==> src/dsp_pkg.sv <==
package dsp_pkg;
    localparam int BANK_W     = 2;
    localparam int ADDR_W     = 13;
    localparam int CS_N       = 8;
    localparam int GRP_N      = 4;
    localparam int DATA_W     = 64;
    localparam int CHK_W      = 8;
    localparam int WORD_W     = DATA_W + CHK_W;
    localparam int DIMM_W     = 5;
    localparam int I2C_N      = 3;
    localparam int FIFO_DEPTH = 8;
    localparam int CS_SHIFT   = 3;
    localparam logic [CS_N-1:0]  CS_IDLE  = 8'hFF;
    localparam logic [GRP_N-1:0] GRP_IDLE = 4'hF;
    // Cycles a read word spends in the two pin flops
    localparam logic [1:0]       RD_SYNC_CYC = 2'h2;

    typedef enum logic [1:0] {
        DSP_CMD_NOP,
        DSP_CMD_ROW,
        DSP_CMD_COL
    } dsp_cmd_t;

    typedef enum {
        DSP_ST_IDLE,
        DSP_ST_COL,
        DSP_ST_DATA
    } dsp_state_t;
endpackage

==> src/dsp_fifo.sv <==
`timescale 1ns/1ps
`default_nettype none
module dsp_fifo #(
    parameter int WIDTH = 72,
    parameter int DEPTH = 8
) (
    // Clock and reset
    input  wire logic             i_clk_sys,
    input  wire logic             i_arst_n,
    input  wire logic             i_ce,
    // Fill side
    input  wire logic             i_valid,
    input  wire logic [WIDTH-1:0] i_data,
    output logic                  o_ready,
    // Drain side
    output logic                  o_valid,
    output logic      [WIDTH-1:0] o_data,
    input  wire logic             i_ready
);
    localparam int AW = $clog2(DEPTH);

    typedef struct packed {
        logic [AW-1:0] wr;
        logic [AW-1:0] rd;
        logic [AW:0]   cnt;
    } dsp_fifo_st_t;

    dsp_fifo_st_t     s_q;
    dsp_fifo_st_t     s_d;
    logic [WIDTH-1:0] mem_q [DEPTH];
    logic             push;
    logic             pop;

    assign o_ready = (s_q.cnt != AW'(0) + (AW+1)'(DEPTH)) ? 1'b1 : 1'b0;
    assign o_valid = (s_q.cnt != '0);
    assign o_data  = mem_q[s_q.rd];
    assign push    = i_valid && o_ready;
    assign pop     = o_valid && i_ready;

    always_comb begin
        s_d = s_q;
        if (push) begin
            s_d.wr = (s_q.wr == AW'(DEPTH - 1)) ? '0 : s_q.wr + AW'(1);
        end
        if (pop) begin
            s_d.rd = (s_q.rd == AW'(DEPTH - 1)) ? '0 : s_q.rd + AW'(1);
        end
        s_d.cnt = s_q.cnt + (AW+1)'(push) - (AW+1)'(pop);
    end

    always_ff @(posedge i_clk_sys or negedge i_arst_n) begin
        if (!i_arst_n) begin
            s_q <= '0;
        end else if (i_ce) begin
            s_q <= s_d;
        end
    end

    always_ff @(posedge i_clk_sys) begin
        if (i_ce && push) begin
            mem_q[s_q.wr] <= i_data;
        end
    end
endmodule
`default_nettype wire

==> src/dsp_port.sv <==
`timescale 1ns/1ps
`default_nettype none
module dsp_port #(
    parameter int FIFO_DEPTH = dsp_pkg::FIFO_DEPTH
) (
    // Clock and reset
    input  wire logic                       i_clk_sys,
    input  wire logic                       i_arst_n,
    input  wire logic                       i_ce,
    // Command request
    input  wire logic                       i_cmd_valid,
    output logic                            o_cmd_ready,
    input  wire logic                       i_cmd_write,
    input  wire logic [dsp_pkg::DIMM_W-1:0] i_cmd_dimm,
    input  wire logic [dsp_pkg::BANK_W-1:0] i_cmd_bank,
    input  wire logic [dsp_pkg::ADDR_W-1:0] i_cmd_row,
    input  wire logic [dsp_pkg::ADDR_W-1:0] i_cmd_col,
    // Write data stream
    input  wire logic                       i_wr_valid,
    output logic                            o_wr_ready,
    input  wire logic [dsp_pkg::WORD_W-1:0] i_wr_data,
    // Read data
    output logic                            o_rd_valid,
    output logic      [dsp_pkg::WORD_W-1:0] o_rd_data,
    // Memory pins
    output logic      [dsp_pkg::BANK_W-1:0] o_bank_addr,
    output logic      [dsp_pkg::ADDR_W-1:0] o_mux_addr,
    output logic      [dsp_pkg::CS_N-1:0]   o_chip_sel_n,
    output logic      [dsp_pkg::GRP_N-1:0]  o_row_strobe_n,
    output logic      [dsp_pkg::GRP_N-1:0]  o_col_strobe_n,
    output logic      [dsp_pkg::GRP_N-1:0]  o_write_strobe_n,
    input  wire logic [dsp_pkg::WORD_W-1:0] i_data_n,
    output logic      [dsp_pkg::WORD_W-1:0] o_data_n,
    output logic                            o_data_oe
);
    typedef struct packed {
        dsp_pkg::dsp_state_t          st;
        logic [dsp_pkg::BANK_W-1:0]   bank;
        logic [dsp_pkg::ADDR_W-1:0]   addr;
        logic [dsp_pkg::ADDR_W-1:0]   col;
        logic [dsp_pkg::CS_N-1:0]     cs_n;
        logic [dsp_pkg::GRP_N-1:0]    ras_n;
        logic [dsp_pkg::GRP_N-1:0]    cas_n;
        logic [dsp_pkg::GRP_N-1:0]    we_n;
        logic [dsp_pkg::CS_N-1:0]     cs_sel;
        logic [dsp_pkg::GRP_N-1:0]    grp_sel;
        logic                         wr;
        logic [dsp_pkg::WORD_W-1:0]   dout_n;
        logic                         oe;
        logic [dsp_pkg::WORD_W-1:0]   din_s1;
        logic [dsp_pkg::WORD_W-1:0]   din_s2;
        logic                         rvalid;
        logic [dsp_pkg::WORD_W-1:0]   rdata;
        logic [1:0]                   dly;
    } dsp_port_st_t;

    dsp_port_st_t               s_q;
    dsp_port_st_t               s_d;
    logic                       f_valid;
    logic                       f_take;
    logic [dsp_pkg::WORD_W-1:0] f_data;

    dsp_fifo #(
        .WIDTH (dsp_pkg::WORD_W),
        .DEPTH (FIFO_DEPTH)
    ) u_wr_fifo (
        .i_clk_sys (i_clk_sys),
        .i_arst_n  (i_arst_n),
        .i_ce      (i_ce),
        .i_valid   (i_wr_valid),
        .i_data    (i_wr_data),
        .o_ready   (o_wr_ready),
        .o_valid   (f_valid),
        .o_data    (f_data),
        .i_ready   (f_take)
    );

    // Write needs data already buffered before the command is accepted
    assign o_cmd_ready = (s_q.st == dsp_pkg::DSP_ST_IDLE) && (!i_cmd_write || f_valid);
    assign f_take      = i_cmd_valid && o_cmd_ready && i_cmd_write;

    always_comb begin
        s_d        = s_q;
        s_d.din_s1 = i_data_n;
        s_d.din_s2 = s_q.din_s1;
        s_d.cs_n   = dsp_pkg::CS_IDLE;
        s_d.ras_n  = dsp_pkg::GRP_IDLE;
        s_d.cas_n  = dsp_pkg::GRP_IDLE;
        s_d.we_n   = dsp_pkg::GRP_IDLE;
        s_d.rvalid = 1'b0;
        case (s_q.st)
            dsp_pkg::DSP_ST_IDLE: begin
                s_d.oe = 1'b0;
                if (i_cmd_valid && o_cmd_ready) begin
                    // Low three bits pick the select, upper two the group
                    s_d.cs_sel  = ~(dsp_pkg::CS_N'(1) << i_cmd_dimm[dsp_pkg::CS_SHIFT-1:0]);
                    s_d.grp_sel = ~(dsp_pkg::GRP_N'(1)
                                   << i_cmd_dimm[dsp_pkg::DIMM_W-1:dsp_pkg::CS_SHIFT]);
                    s_d.cs_n    = ~(dsp_pkg::CS_N'(1) << i_cmd_dimm[dsp_pkg::CS_SHIFT-1:0]);
                    s_d.ras_n   = s_d.grp_sel;
                    s_d.bank    = i_cmd_bank;
                    s_d.addr    = i_cmd_row;
                    s_d.col     = i_cmd_col;
                    s_d.wr      = i_cmd_write;
                    s_d.dout_n  = ~f_data;
                    s_d.st      = dsp_pkg::DSP_ST_COL;
                end
            end
            dsp_pkg::DSP_ST_COL: begin
                s_d.cs_n  = s_q.cs_sel;
                s_d.cas_n = s_q.grp_sel;
                s_d.we_n  = s_q.wr ? s_q.grp_sel : dsp_pkg::GRP_IDLE;
                s_d.addr  = s_q.col;
                s_d.oe    = s_q.wr;
                s_d.dly   = '0;
                s_d.st    = dsp_pkg::DSP_ST_DATA;
            end
            dsp_pkg::DSP_ST_DATA: begin
                s_d.oe = 1'b0;
                if (s_q.wr) begin
                    s_d.st = dsp_pkg::DSP_ST_IDLE;
                end else if (s_q.dly == dsp_pkg::RD_SYNC_CYC) begin
                    // Read word has now crossed both pin flops
                    s_d.rvalid = 1'b1;
                    s_d.rdata  = ~s_q.din_s2;
                    s_d.st     = dsp_pkg::DSP_ST_IDLE;
                end else begin
                    s_d.dly = s_q.dly + 2'h1;
                end
            end
            default: begin
                s_d.st = dsp_pkg::DSP_ST_IDLE;
            end
        endcase
    end

    always_ff @(posedge i_clk_sys or negedge i_arst_n) begin
        if (!i_arst_n) begin
            s_q       <= '0;
            s_q.st    <= dsp_pkg::DSP_ST_IDLE;
            s_q.cs_n  <= dsp_pkg::CS_IDLE;
            s_q.ras_n <= dsp_pkg::GRP_IDLE;
            s_q.cas_n <= dsp_pkg::GRP_IDLE;
            s_q.we_n  <= dsp_pkg::GRP_IDLE;
        end else if (i_ce) begin
            s_q <= s_d;
        end
    end

    assign o_bank_addr      = s_q.bank;
    assign o_mux_addr       = s_q.addr;
    assign o_chip_sel_n     = s_q.cs_n;
    assign o_row_strobe_n   = s_q.ras_n;
    assign o_col_strobe_n   = s_q.cas_n;
    assign o_write_strobe_n = s_q.we_n;
    assign o_data_n         = s_q.dout_n;
    assign o_data_oe        = s_q.oe;
    assign o_rd_valid       = s_q.rvalid;
    assign o_rd_data        = s_q.rdata;
endmodule
`default_nettype wire

==> src/dsp_top.sv <==
`timescale 1ns/1ps
`default_nettype none
module dsp_top (
    // Clock and reset
    input  wire logic                         i_clk_sys,
    input  wire logic                         i_arst_n,
    input  wire logic                         i_ce,
    // Per-port commands, index 0 primary, 1 secondary
    input  wire logic [1:0]                   i_cmd_valid,
    output logic      [1:0]                   o_cmd_ready,
    input  wire logic [1:0]                   i_cmd_write,
    input  wire logic [1:0][dsp_pkg::DIMM_W-1:0] i_cmd_dimm,
    input  wire logic [1:0][dsp_pkg::BANK_W-1:0] i_cmd_bank,
    input  wire logic [1:0][dsp_pkg::ADDR_W-1:0] i_cmd_row,
    input  wire logic [1:0][dsp_pkg::ADDR_W-1:0] i_cmd_col,
    input  wire logic [1:0]                   i_wr_valid,
    output logic      [1:0]                   o_wr_ready,
    input  wire logic [1:0][dsp_pkg::WORD_W-1:0] i_wr_data,
    output logic      [1:0]                   o_rd_valid,
    output logic      [1:0][dsp_pkg::WORD_W-1:0] o_rd_data,
    // Primary memory pins
    output logic [dsp_pkg::BANK_W-1:0]        o_primary_bank_addr,
    output logic [dsp_pkg::ADDR_W-1:0]        o_primary_mux_addr,
    output logic [dsp_pkg::CS_N-1:0]          o_primary_chip_sel_n,
    output logic [dsp_pkg::GRP_N-1:0]         o_primary_row_strobe_n,
    output logic [dsp_pkg::GRP_N-1:0]         o_primary_col_strobe_n,
    output logic [dsp_pkg::GRP_N-1:0]         o_primary_write_strobe_n,
    input  wire logic [dsp_pkg::DATA_W-1:0]   i_primary_data_n,
    input  wire logic [dsp_pkg::CHK_W-1:0]    i_primary_check_bits_n,
    output logic [dsp_pkg::DATA_W-1:0]        o_primary_data_n,
    output logic [dsp_pkg::CHK_W-1:0]         o_primary_check_bits_n,
    output logic                              o_primary_data_oe,
    // Secondary memory pins
    output logic [dsp_pkg::BANK_W-1:0]        o_secondary_bank_addr,
    output logic [dsp_pkg::ADDR_W-1:0]        o_secondary_mux_addr,
    output logic [dsp_pkg::CS_N-1:0]          o_secondary_chip_sel_n,
    output logic [dsp_pkg::GRP_N-1:0]         o_secondary_row_strobe_n,
    output logic [dsp_pkg::GRP_N-1:0]         o_secondary_col_strobe_n,
    output logic [dsp_pkg::GRP_N-1:0]         o_secondary_write_strobe_n,
    input  wire logic [dsp_pkg::DATA_W-1:0]   i_secondary_data_n,
    input  wire logic [dsp_pkg::CHK_W-1:0]    i_secondary_check_bits_n,
    output logic [dsp_pkg::DATA_W-1:0]        o_secondary_data_n,
    output logic [dsp_pkg::CHK_W-1:0]         o_secondary_check_bits_n,
    output logic                              o_secondary_data_oe,
    // Host clock and power good
    input  wire logic                         i_power_ok_source,
    output logic                              o_buffered_host_clock,
    output logic                              o_buffered_power_ok,
    // Management buses per carrier: 0 fru, 1 spd first, 2 spd second
    input  wire logic [1:0][dsp_pkg::I2C_N-1:0] i_mgmt_scl,
    input  wire logic [1:0][dsp_pkg::I2C_N-1:0] i_mgmt_sda_out,
    output logic      [1:0][dsp_pkg::I2C_N-1:0] o_mgmt_scl,
    output logic      [1:0][dsp_pkg::I2C_N-1:0] o_mgmt_sda_oe,
    output logic      [1:0][dsp_pkg::I2C_N-1:0] o_mgmt_sda_in,
    input  wire logic [1:0][dsp_pkg::I2C_N-1:0] i_mgmt_sda_pin,
    // Scan from system connector
    input  wire logic                         i_scan_test_mode,
    input  wire logic                         i_scan_tck,
    input  wire logic                         i_scan_tms,
    input  wire logic                         i_scan_tdi,
    input  wire logic                         i_scan_trst_n,
    output logic                              o_scan_tdo,
    output logic [1:0]                        o_carrier_tck,
    output logic [1:0]                        o_carrier_tms,
    output logic [1:0]                        o_carrier_tdi_oe,
    output logic [1:0]                        o_carrier_trst_n,
    input  wire logic [1:0]                   i_carrier_tdo
);
    logic [1:0][dsp_pkg::WORD_W-1:0] din_n;
    logic [1:0][dsp_pkg::WORD_W-1:0] dout_n;
    logic [1:0]                      oe;
    logic [1:0][dsp_pkg::BANK_W-1:0] bank;
    logic [1:0][dsp_pkg::ADDR_W-1:0] mux;
    logic [1:0][dsp_pkg::CS_N-1:0]   cs_n;
    logic [1:0][dsp_pkg::GRP_N-1:0]  ras_n;
    logic [1:0][dsp_pkg::GRP_N-1:0]  cas_n;
    logic [1:0][dsp_pkg::GRP_N-1:0]  we_n;
    logic [1:0]                      pwr_sync_q;

    assign din_n[0] = {i_primary_check_bits_n, i_primary_data_n};
    assign din_n[1] = {i_secondary_check_bits_n, i_secondary_data_n};

    for (genvar p = 0; p < 2; p++) begin : g_port
        dsp_port u_port (
            .i_clk_sys        (i_clk_sys),
            .i_arst_n         (i_arst_n),
            .i_ce             (i_ce),
            .i_cmd_valid      (i_cmd_valid[p]),
            .o_cmd_ready      (o_cmd_ready[p]),
            .i_cmd_write      (i_cmd_write[p]),
            .i_cmd_dimm       (i_cmd_dimm[p]),
            .i_cmd_bank       (i_cmd_bank[p]),
            .i_cmd_row        (i_cmd_row[p]),
            .i_cmd_col        (i_cmd_col[p]),
            .i_wr_valid       (i_wr_valid[p]),
            .o_wr_ready       (o_wr_ready[p]),
            .i_wr_data        (i_wr_data[p]),
            .o_rd_valid       (o_rd_valid[p]),
            .o_rd_data        (o_rd_data[p]),
            .o_bank_addr      (bank[p]),
            .o_mux_addr       (mux[p]),
            .o_chip_sel_n     (cs_n[p]),
            .o_row_strobe_n   (ras_n[p]),
            .o_col_strobe_n   (cas_n[p]),
            .o_write_strobe_n (we_n[p]),
            .i_data_n         (din_n[p]),
            .o_data_n         (dout_n[p]),
            .o_data_oe        (oe[p])
        );
    end

    assign o_primary_bank_addr        = bank[0];
    assign o_primary_mux_addr         = mux[0];
    assign o_primary_chip_sel_n       = cs_n[0];
    assign o_primary_row_strobe_n     = ras_n[0];
    assign o_primary_col_strobe_n     = cas_n[0];
    assign o_primary_write_strobe_n   = we_n[0];
    assign o_secondary_bank_addr      = bank[1];
    assign o_secondary_mux_addr       = mux[1];
    assign o_secondary_chip_sel_n     = cs_n[1];
    assign o_secondary_row_strobe_n   = ras_n[1];
    assign o_secondary_col_strobe_n   = cas_n[1];
    assign o_secondary_write_strobe_n = we_n[1];
    assign {o_primary_check_bits_n, o_primary_data_n}     = dout_n[0];
    assign {o_secondary_check_bits_n, o_secondary_data_n} = dout_n[1];
    assign o_primary_data_oe   = oe[0];
    assign o_secondary_data_oe = oe[1];

    // Power good through two flops
    always_ff @(posedge i_clk_sys or negedge i_arst_n) begin
        if (!i_arst_n) begin
            pwr_sync_q <= 2'h0;
        end else if (i_ce) begin
            pwr_sync_q <= {pwr_sync_q[0], i_power_ok_source};
        end
    end
    assign o_buffered_power_ok   = pwr_sync_q[1];
    assign o_buffered_host_clock = i_clk_sys;

    // Management buses pass through, open drain data
    assign o_mgmt_scl    = i_mgmt_scl;
    assign o_mgmt_sda_oe = ~i_mgmt_sda_out;
    assign o_mgmt_sda_in = i_mgmt_sda_pin;

    // Scan fans out to both carriers; test reset low outside test
    assign o_carrier_tck    = {2{i_scan_tck}};
    assign o_carrier_tms    = {2{i_scan_tms}};
    assign o_carrier_tdi_oe = {2{~i_scan_tdi & i_scan_test_mode}};
    assign o_carrier_trst_n = {2{i_scan_trst_n & i_scan_test_mode}};
    assign o_scan_tdo       = i_scan_test_mode ? i_carrier_tdo[1] : 1'b0;
endmodule
`default_nettype wire

==> config.mk <==
export PLATFORM = sky130hd
export DESIGN_NAME = dsp_top
export DESIGN_NICKNAME = d
export VERILOG_FILES = /design/src/dsp_pkg.sv /design/src/dsp_fifo.sv /design/src/dsp_port.sv /design/src/dsp_top.sv
export SDC_FILE = /design/constraint.sdc
export NUM_CORES = 2
export LEC_CHECK = 0
export BUFFER_PORTS_ARGS = -buffer_cell sky130_fd_sc_hd__buf_2
export CAP_MARGIN = 10
export CORE_MARGIN = 1
export CORE_UTILIZATION = 50
export CTS_CLUSTER_SIZE = 24
export DETAILED_ROUTE_END_ITERATION = 16
export PLACE_DENSITY = 0.8
export SLEW_MARGIN = 20
export SYNTH_ARGS = -nofsm -noshare
export SYNTH_HDL_FRONTEND = slang
export SYNTH_SLANG_ARGS = --single-unit
==> constraint.sdc <==
create_clock -name i_clk_sys -period 11.6 [get_ports i_clk_sys]
set_input_delay 2.32 -clock i_clk_sys [delete_from_list [all_inputs] [get_ports i_clk_sys]]
set_output_delay 2.32 -clock i_clk_sys [all_outputs]
set_load 0.01 [all_outputs]
* Yosys cells after proc, flatten, opt, wreduce, memory -nomap -nowiden *
Memories as Yosys holds them, arrays and structs flattened.
Cells that the tools add are included.

storage, ports and cells
  RAM bits = 1152
  bits in read-only memories = 0
  bits in registers = 792
  latch bits = 0
  input port bits = 389
  memories = 2

memory list
  memory                            depth  bits a word  rd ports  clocked after memory_dff  write ports  RTL line        source
  g_port[0].u_port.u_wr_fifo.mem_q  8      72           1         0                         1            dsp_fifo.sv:30  logic [WIDTH-1:0] mem_q [DEPTH];
  g_port[1].u_port.u_wr_fifo.mem_q  8      72           1         0                         1            dsp_fifo.sv:30

operators by class
  $add $sub $neg = 10
  $mul = 0
  shift operators = 4
  multiplexer cells = 41
  bitwise operators = 14
  order comparisons = 0
  div/mod/pow operators = 0
  equality and inequality tests = 20
  reduce and logical (&&, ||, !) cells = 46

operators by type and width
  cell                   count
  $mux W73               4
  $not A72 Y72           4
  $pmux W32 S3           2
  $mux W75               2
  $mux W72               2
  $logic_not A32 Y1      4
  $mux W32               4
  $eq A32 B1 Y1 const B  2
  $eq A32 B2 Y1 const B  2
  $pmux W13 S2           2
  $pmux W8 S2            2
  $reduce_and A3 Y1      6
  $mux W4                4
  $mux W8                2
  $not A8 Y8             2
  $reduce_and A4 Y1      4
  $shl A1 B3 Y8 const A  2
  $add A3 B1 Y3 const B  4
  $eq A3 B3 Y1 const B   4
  $logic_and A1 B1 Y1    12
  $mux W3                4
  $reduce_and A2 Y1      6
  $reduce_bool A2 Y1     6
  $add A4 B1 Y4          2
  20 further kinds       47

* Longest topological paths before layout *
  word-level depth = 7
  gate-level depth with buffers = 15
  depth with buffers taken out = 13

* Cells and area by module *
Synthesis repeated with hierarchy kept, for this count alone.

unflattened totals
  cell total of the unflattened synthesis = 4218
  area total of the unflattened synthesis = 75521.2 um^2

by module, submodules not included
  module    cells each  area each (um^2)  instances
  dsp_fifo  904         22277.6           2
  dsp_port  1189        15351.0           2
  dsp_top   32          264.0             1

==> flow_metrics.py <==
metrics = {
    "sta": {
        "rsz0062_at_grt": "no",
        "finClkSkew_ns": 0.07972,
        "maxSlewHeadroom_pct": 24.48,
        "tns_ns": 0,
        "worst_slew_pin_slew_ns": 1.133,
        "hold_viol": 0,
        "slew_violations": 0,
        "finalSetupViolCount": 0,
    },
    "final_layout": {
        "nFillCells": 10367,
        "num-nets-final": 5048,
        "syn_to_final_growth_pct": 12.81,
        "drive_above_1_share_pct": 37.49,
        "final_cell_mix": "1152 x edfxtp_1, 750 x buf_2, 688 x dfrtp_1, 430 x nand2_1, 306 x mux2_2",
        "final_common_cell": "edfxtp_1",
        "final_cell_area_um2": 82410,
    },
    "yosys": {
        "syn_avg_cell_area_um2": 17.32,
        "ys_types": 49,
        "syn_area_um2": 73060,
        "synth-seq-cells": 1884,
        "ys_seq_area_share_pct": 72.49,
        "synth_cells": 4217,
        "synth-edff-count": 1152,
        "async_flop_share_pct": 38.85,
        "yosys_most_used_dff": "edfxtp_1",
        "syn_nets": 4640,
        "yosys_warnings": 0,
    },
    "setup_path": {
        "crit_type": "clk -> out",
        "cpMostUsedCell": "clkbuf_16",
        "crit_buf_inv": 3,
        "end_kind": "primary output",
        "cp.required_ns": 9.28,
        "path_cells": "clkbuf_16, clkbuf_16, buf_2",
        "worstSetupStartpointType": "clock port",
        "cp_top_family": "buffers and inverters",
        "slowest_stage": "clkbuf_16",
        "cp_slowest_stage_delay_ns": 0.13,
        "crit_arrival_ns": 6.18,
        "crit_fanout": 3,
    },
    "global_route": {
        "grt_pass1_vias": 40404,
        "grt_use_met3_pct": 6.138,
        "grt_usage_pct": 23.20,
        "grtUsageMet2_pct": 38.56,
        "grt_start_max_net_pins": 166,
        "antenna_found_initial": 54,
        "top_usage_layer": "met2",
        "met1_usage_pct": 28.08,
        "grt_pass1_wl_um": 252600,
        "grt-ovfl-total": 0,
    },
    "place": {
        "routabilityCongestion": 0.8114,
        "dpl_cell_area_um2": 76040,
        "hpwl_um": 100100,
        "portBuffers": 752,
    },
    "die": {
        "fp.dieW_um": 384.2,
        "die_h_um": 384.2,
        "rows": 139,
        "fp.coreArea_um2": 144400,
        "initial_core_util_pct": 50.61,
        "io-pin-count": 784,
        "die_area_um2": 147600,
    },
    "clocking": {
        "clkTransAtPathRegs_ns": 0.06,
        "cts_setup_buffers": 0,
        "cts_resized": 0,
        "cts_hold_buf": 0,
        "clock_latency_ns": 0.96,
        "tritoncts": "yes",
    },
    "power_and_ir_drop": {
        "pwr_density_cell_nw_per_um2": 232.4,
        "ir_drop_v": 0.0001832,
        "p_leak_nw": 31.53,
    },
    "route": {
        "drt-pass1-iter-count": 6,
        "vias_per_cell": 5.756,
        "wl_per_cell_um": 25.47,
        "ant_nets": 0,
        "drtIter0Drc": 3276,
        "drc": 0,
        "wirelength_um": 171000,
        "vias": 38647,
    },
    "run": {
        "max_cap_viol_count": 0,
    },
    "hold_path": {
        "hold_class": "reg -> reg",
    },
    "run_status": {
        "status": "completed",
    },
}
-- Yosys cell counts, drive strengths merged, types with 3 or more instances --
cell	n	area share, %
nand3	7	0.048
mux4	288	8.9
inv	37	0.19
o21ai	178	1.2
xnor2	4	0.048
a21o	4	0.041
nor2	103	0.53
nand4	5	0.043
mux2	319	5.0
dfstp	40	1.4
nor3	7	0.048
and2	6	0.051
a22o	15	0.18
buf	515	4.8
clkbuf	81	0.42
nand3b	4	0.041
dfrtp	692	24
a21oi	32	0.22
a22oi	9	0.092
nand2	434	2.2
nand2b	11	0.094
o221ai	144	1.7
or3b	18	0.22
and3	4	0.041
edfxtp	1152	47
a31oi	31	0.27
nor2b	24	0.21
ha	32	0.55
o41ai	3	0.036
-- metal layers --
metal | part of all wire [%] | routed length (um) | vias up
li1 | - | - | 16392
met1 | 36 | 61970 | 19920
met2 | 50 | 85280 | 1874
met3 | 9.2 | 15790 | 425
met4 | 4.5 | 7716 | 36
met5 | 0.14 | 233 | -
-- metrics by stage --
step | total power (W) | instances | hold WS (ns) | setup slack, ns | utilization (%)
2_1_floorplan | 0.01216 | 4217 | 0.4358 | 2.906 | -
3_3_place_gp | 0.01298 | 6339 | 0.4427 | 3.365 | 52.68
3_5_place_dp | 0.01318 | 6339 | 0.4478 | 3.365 | 52.68
4_1_cts | 0.01929 | 6684 | 0.4106 | 3.088 | 57.02
5_1_grt | 0.01992 | 6705 | 0.4443 | 3.085 | 57.08
6_report | 0.01915 | 6714 | 0.4111 | 3.095 | 57.09
-- power breakdown --
group          switching [W]  internal (W)
clock                0.00261       0.00345
sequential          0.000619       0.00820
combinational        0.00238       0.00189
-- path summary, 6_finish.rpt --
kind                            depth (start not counted)                                            end  slack, ns                                     startpoint
worst max-delay path                                    3                          o_buffered_host_clock       3.10                                      i_clk_sys
worst min-delay path                                    1     g_port[0].u_port.o_rd_data[40]$_DFFE_PN0P_       0.41          g_port[0].u_port.s_q[115]$_DFFE_PN0P_
worst max register to register                          5      g_port[1].u_port.o_data_n[45]$_DFFE_PN0P_       7.71  g_port[1].u_port.u_wr_fifo.s_q[5]$_DFFE_PN0P_
worst min register to register                          1     g_port[0].u_port.o_rd_data[40]$_DFFE_PN0P_       0.41          g_port[0].u_port.s_q[115]$_DFFE_PN0P_
max in group asynchronous                               3  g_port[0].u_port.u_wr_fifo.s_q[5]$_DFFE_PN0P_       7.93                                       i_arst_n
min in group asynchronous                               1          g_port[1].u_port.s_q[124]$_DFFE_PN0P_       1.44                                       i_arst_n
-- layout make-up --
type | count | area (um2) | share of cell area, %
inverters | 37 | 138.9 | 0.1685
diodes | 29 | 72.57 | 0.08806
flip-flops and latches | 1884 | 52980 | 64.28
clock inverters | 94 | 1061 | 1.287
clock buffers | 252 | 5215 | 6.328
multi-input cells | 1700 | 16250 | 19.72
repair buffers | 815 | 4317 | 5.238
well taps | 1903 | 2381 | 2.889
-- cells by family (layout without fill, tap and decap cells) --
logic type | Yosys count | count (layout) | synth area share [%]
xor gates and xnor gates | 4 | 4 | 0.04795
DFF | 1884 | 1884 | 72.49
buffers and inverters | 633 | 1198 | 5.451
adders and majority gates | 34 | 34 | 0.6029
other | 0 | 29 | 0
muxes | 608 | 608 | 13.87
and+or+nand+nor | 632 | 632 | 3.674
AOI/OAI and AO/OA | 422 | 422 | 3.859
-- flip-flops by register name, indices dropped and copies added, names as in the netlist --
signal                          count
g_port.u_port.o_data_oe             2
g_port.u_port.o_write_strobe_n      8
g_port.u_port.o_rd_data           144
g_port.u_port.o_data_n            144
g_port.u_port.s_d                 144
g_port.u_port.o_chip_sel_n         16
g_port.u_port.o_row_strobe_n        8
g_port.u_port.o_mux_addr           26
g_port.u_port.o_rd_valid            2
g_port.u_port.u_wr_fifo.s_q        20
g_port.u_port.o_bank_addr           4
g_port.u_port.o_col_strobe_n        8
pwr_sync_q                          2
g_port.u_port.u_wr_fifo.mem_q    1152
g_port.u_port.s_q                 204
Note: power is estimated with default switching activity, not from simulation.
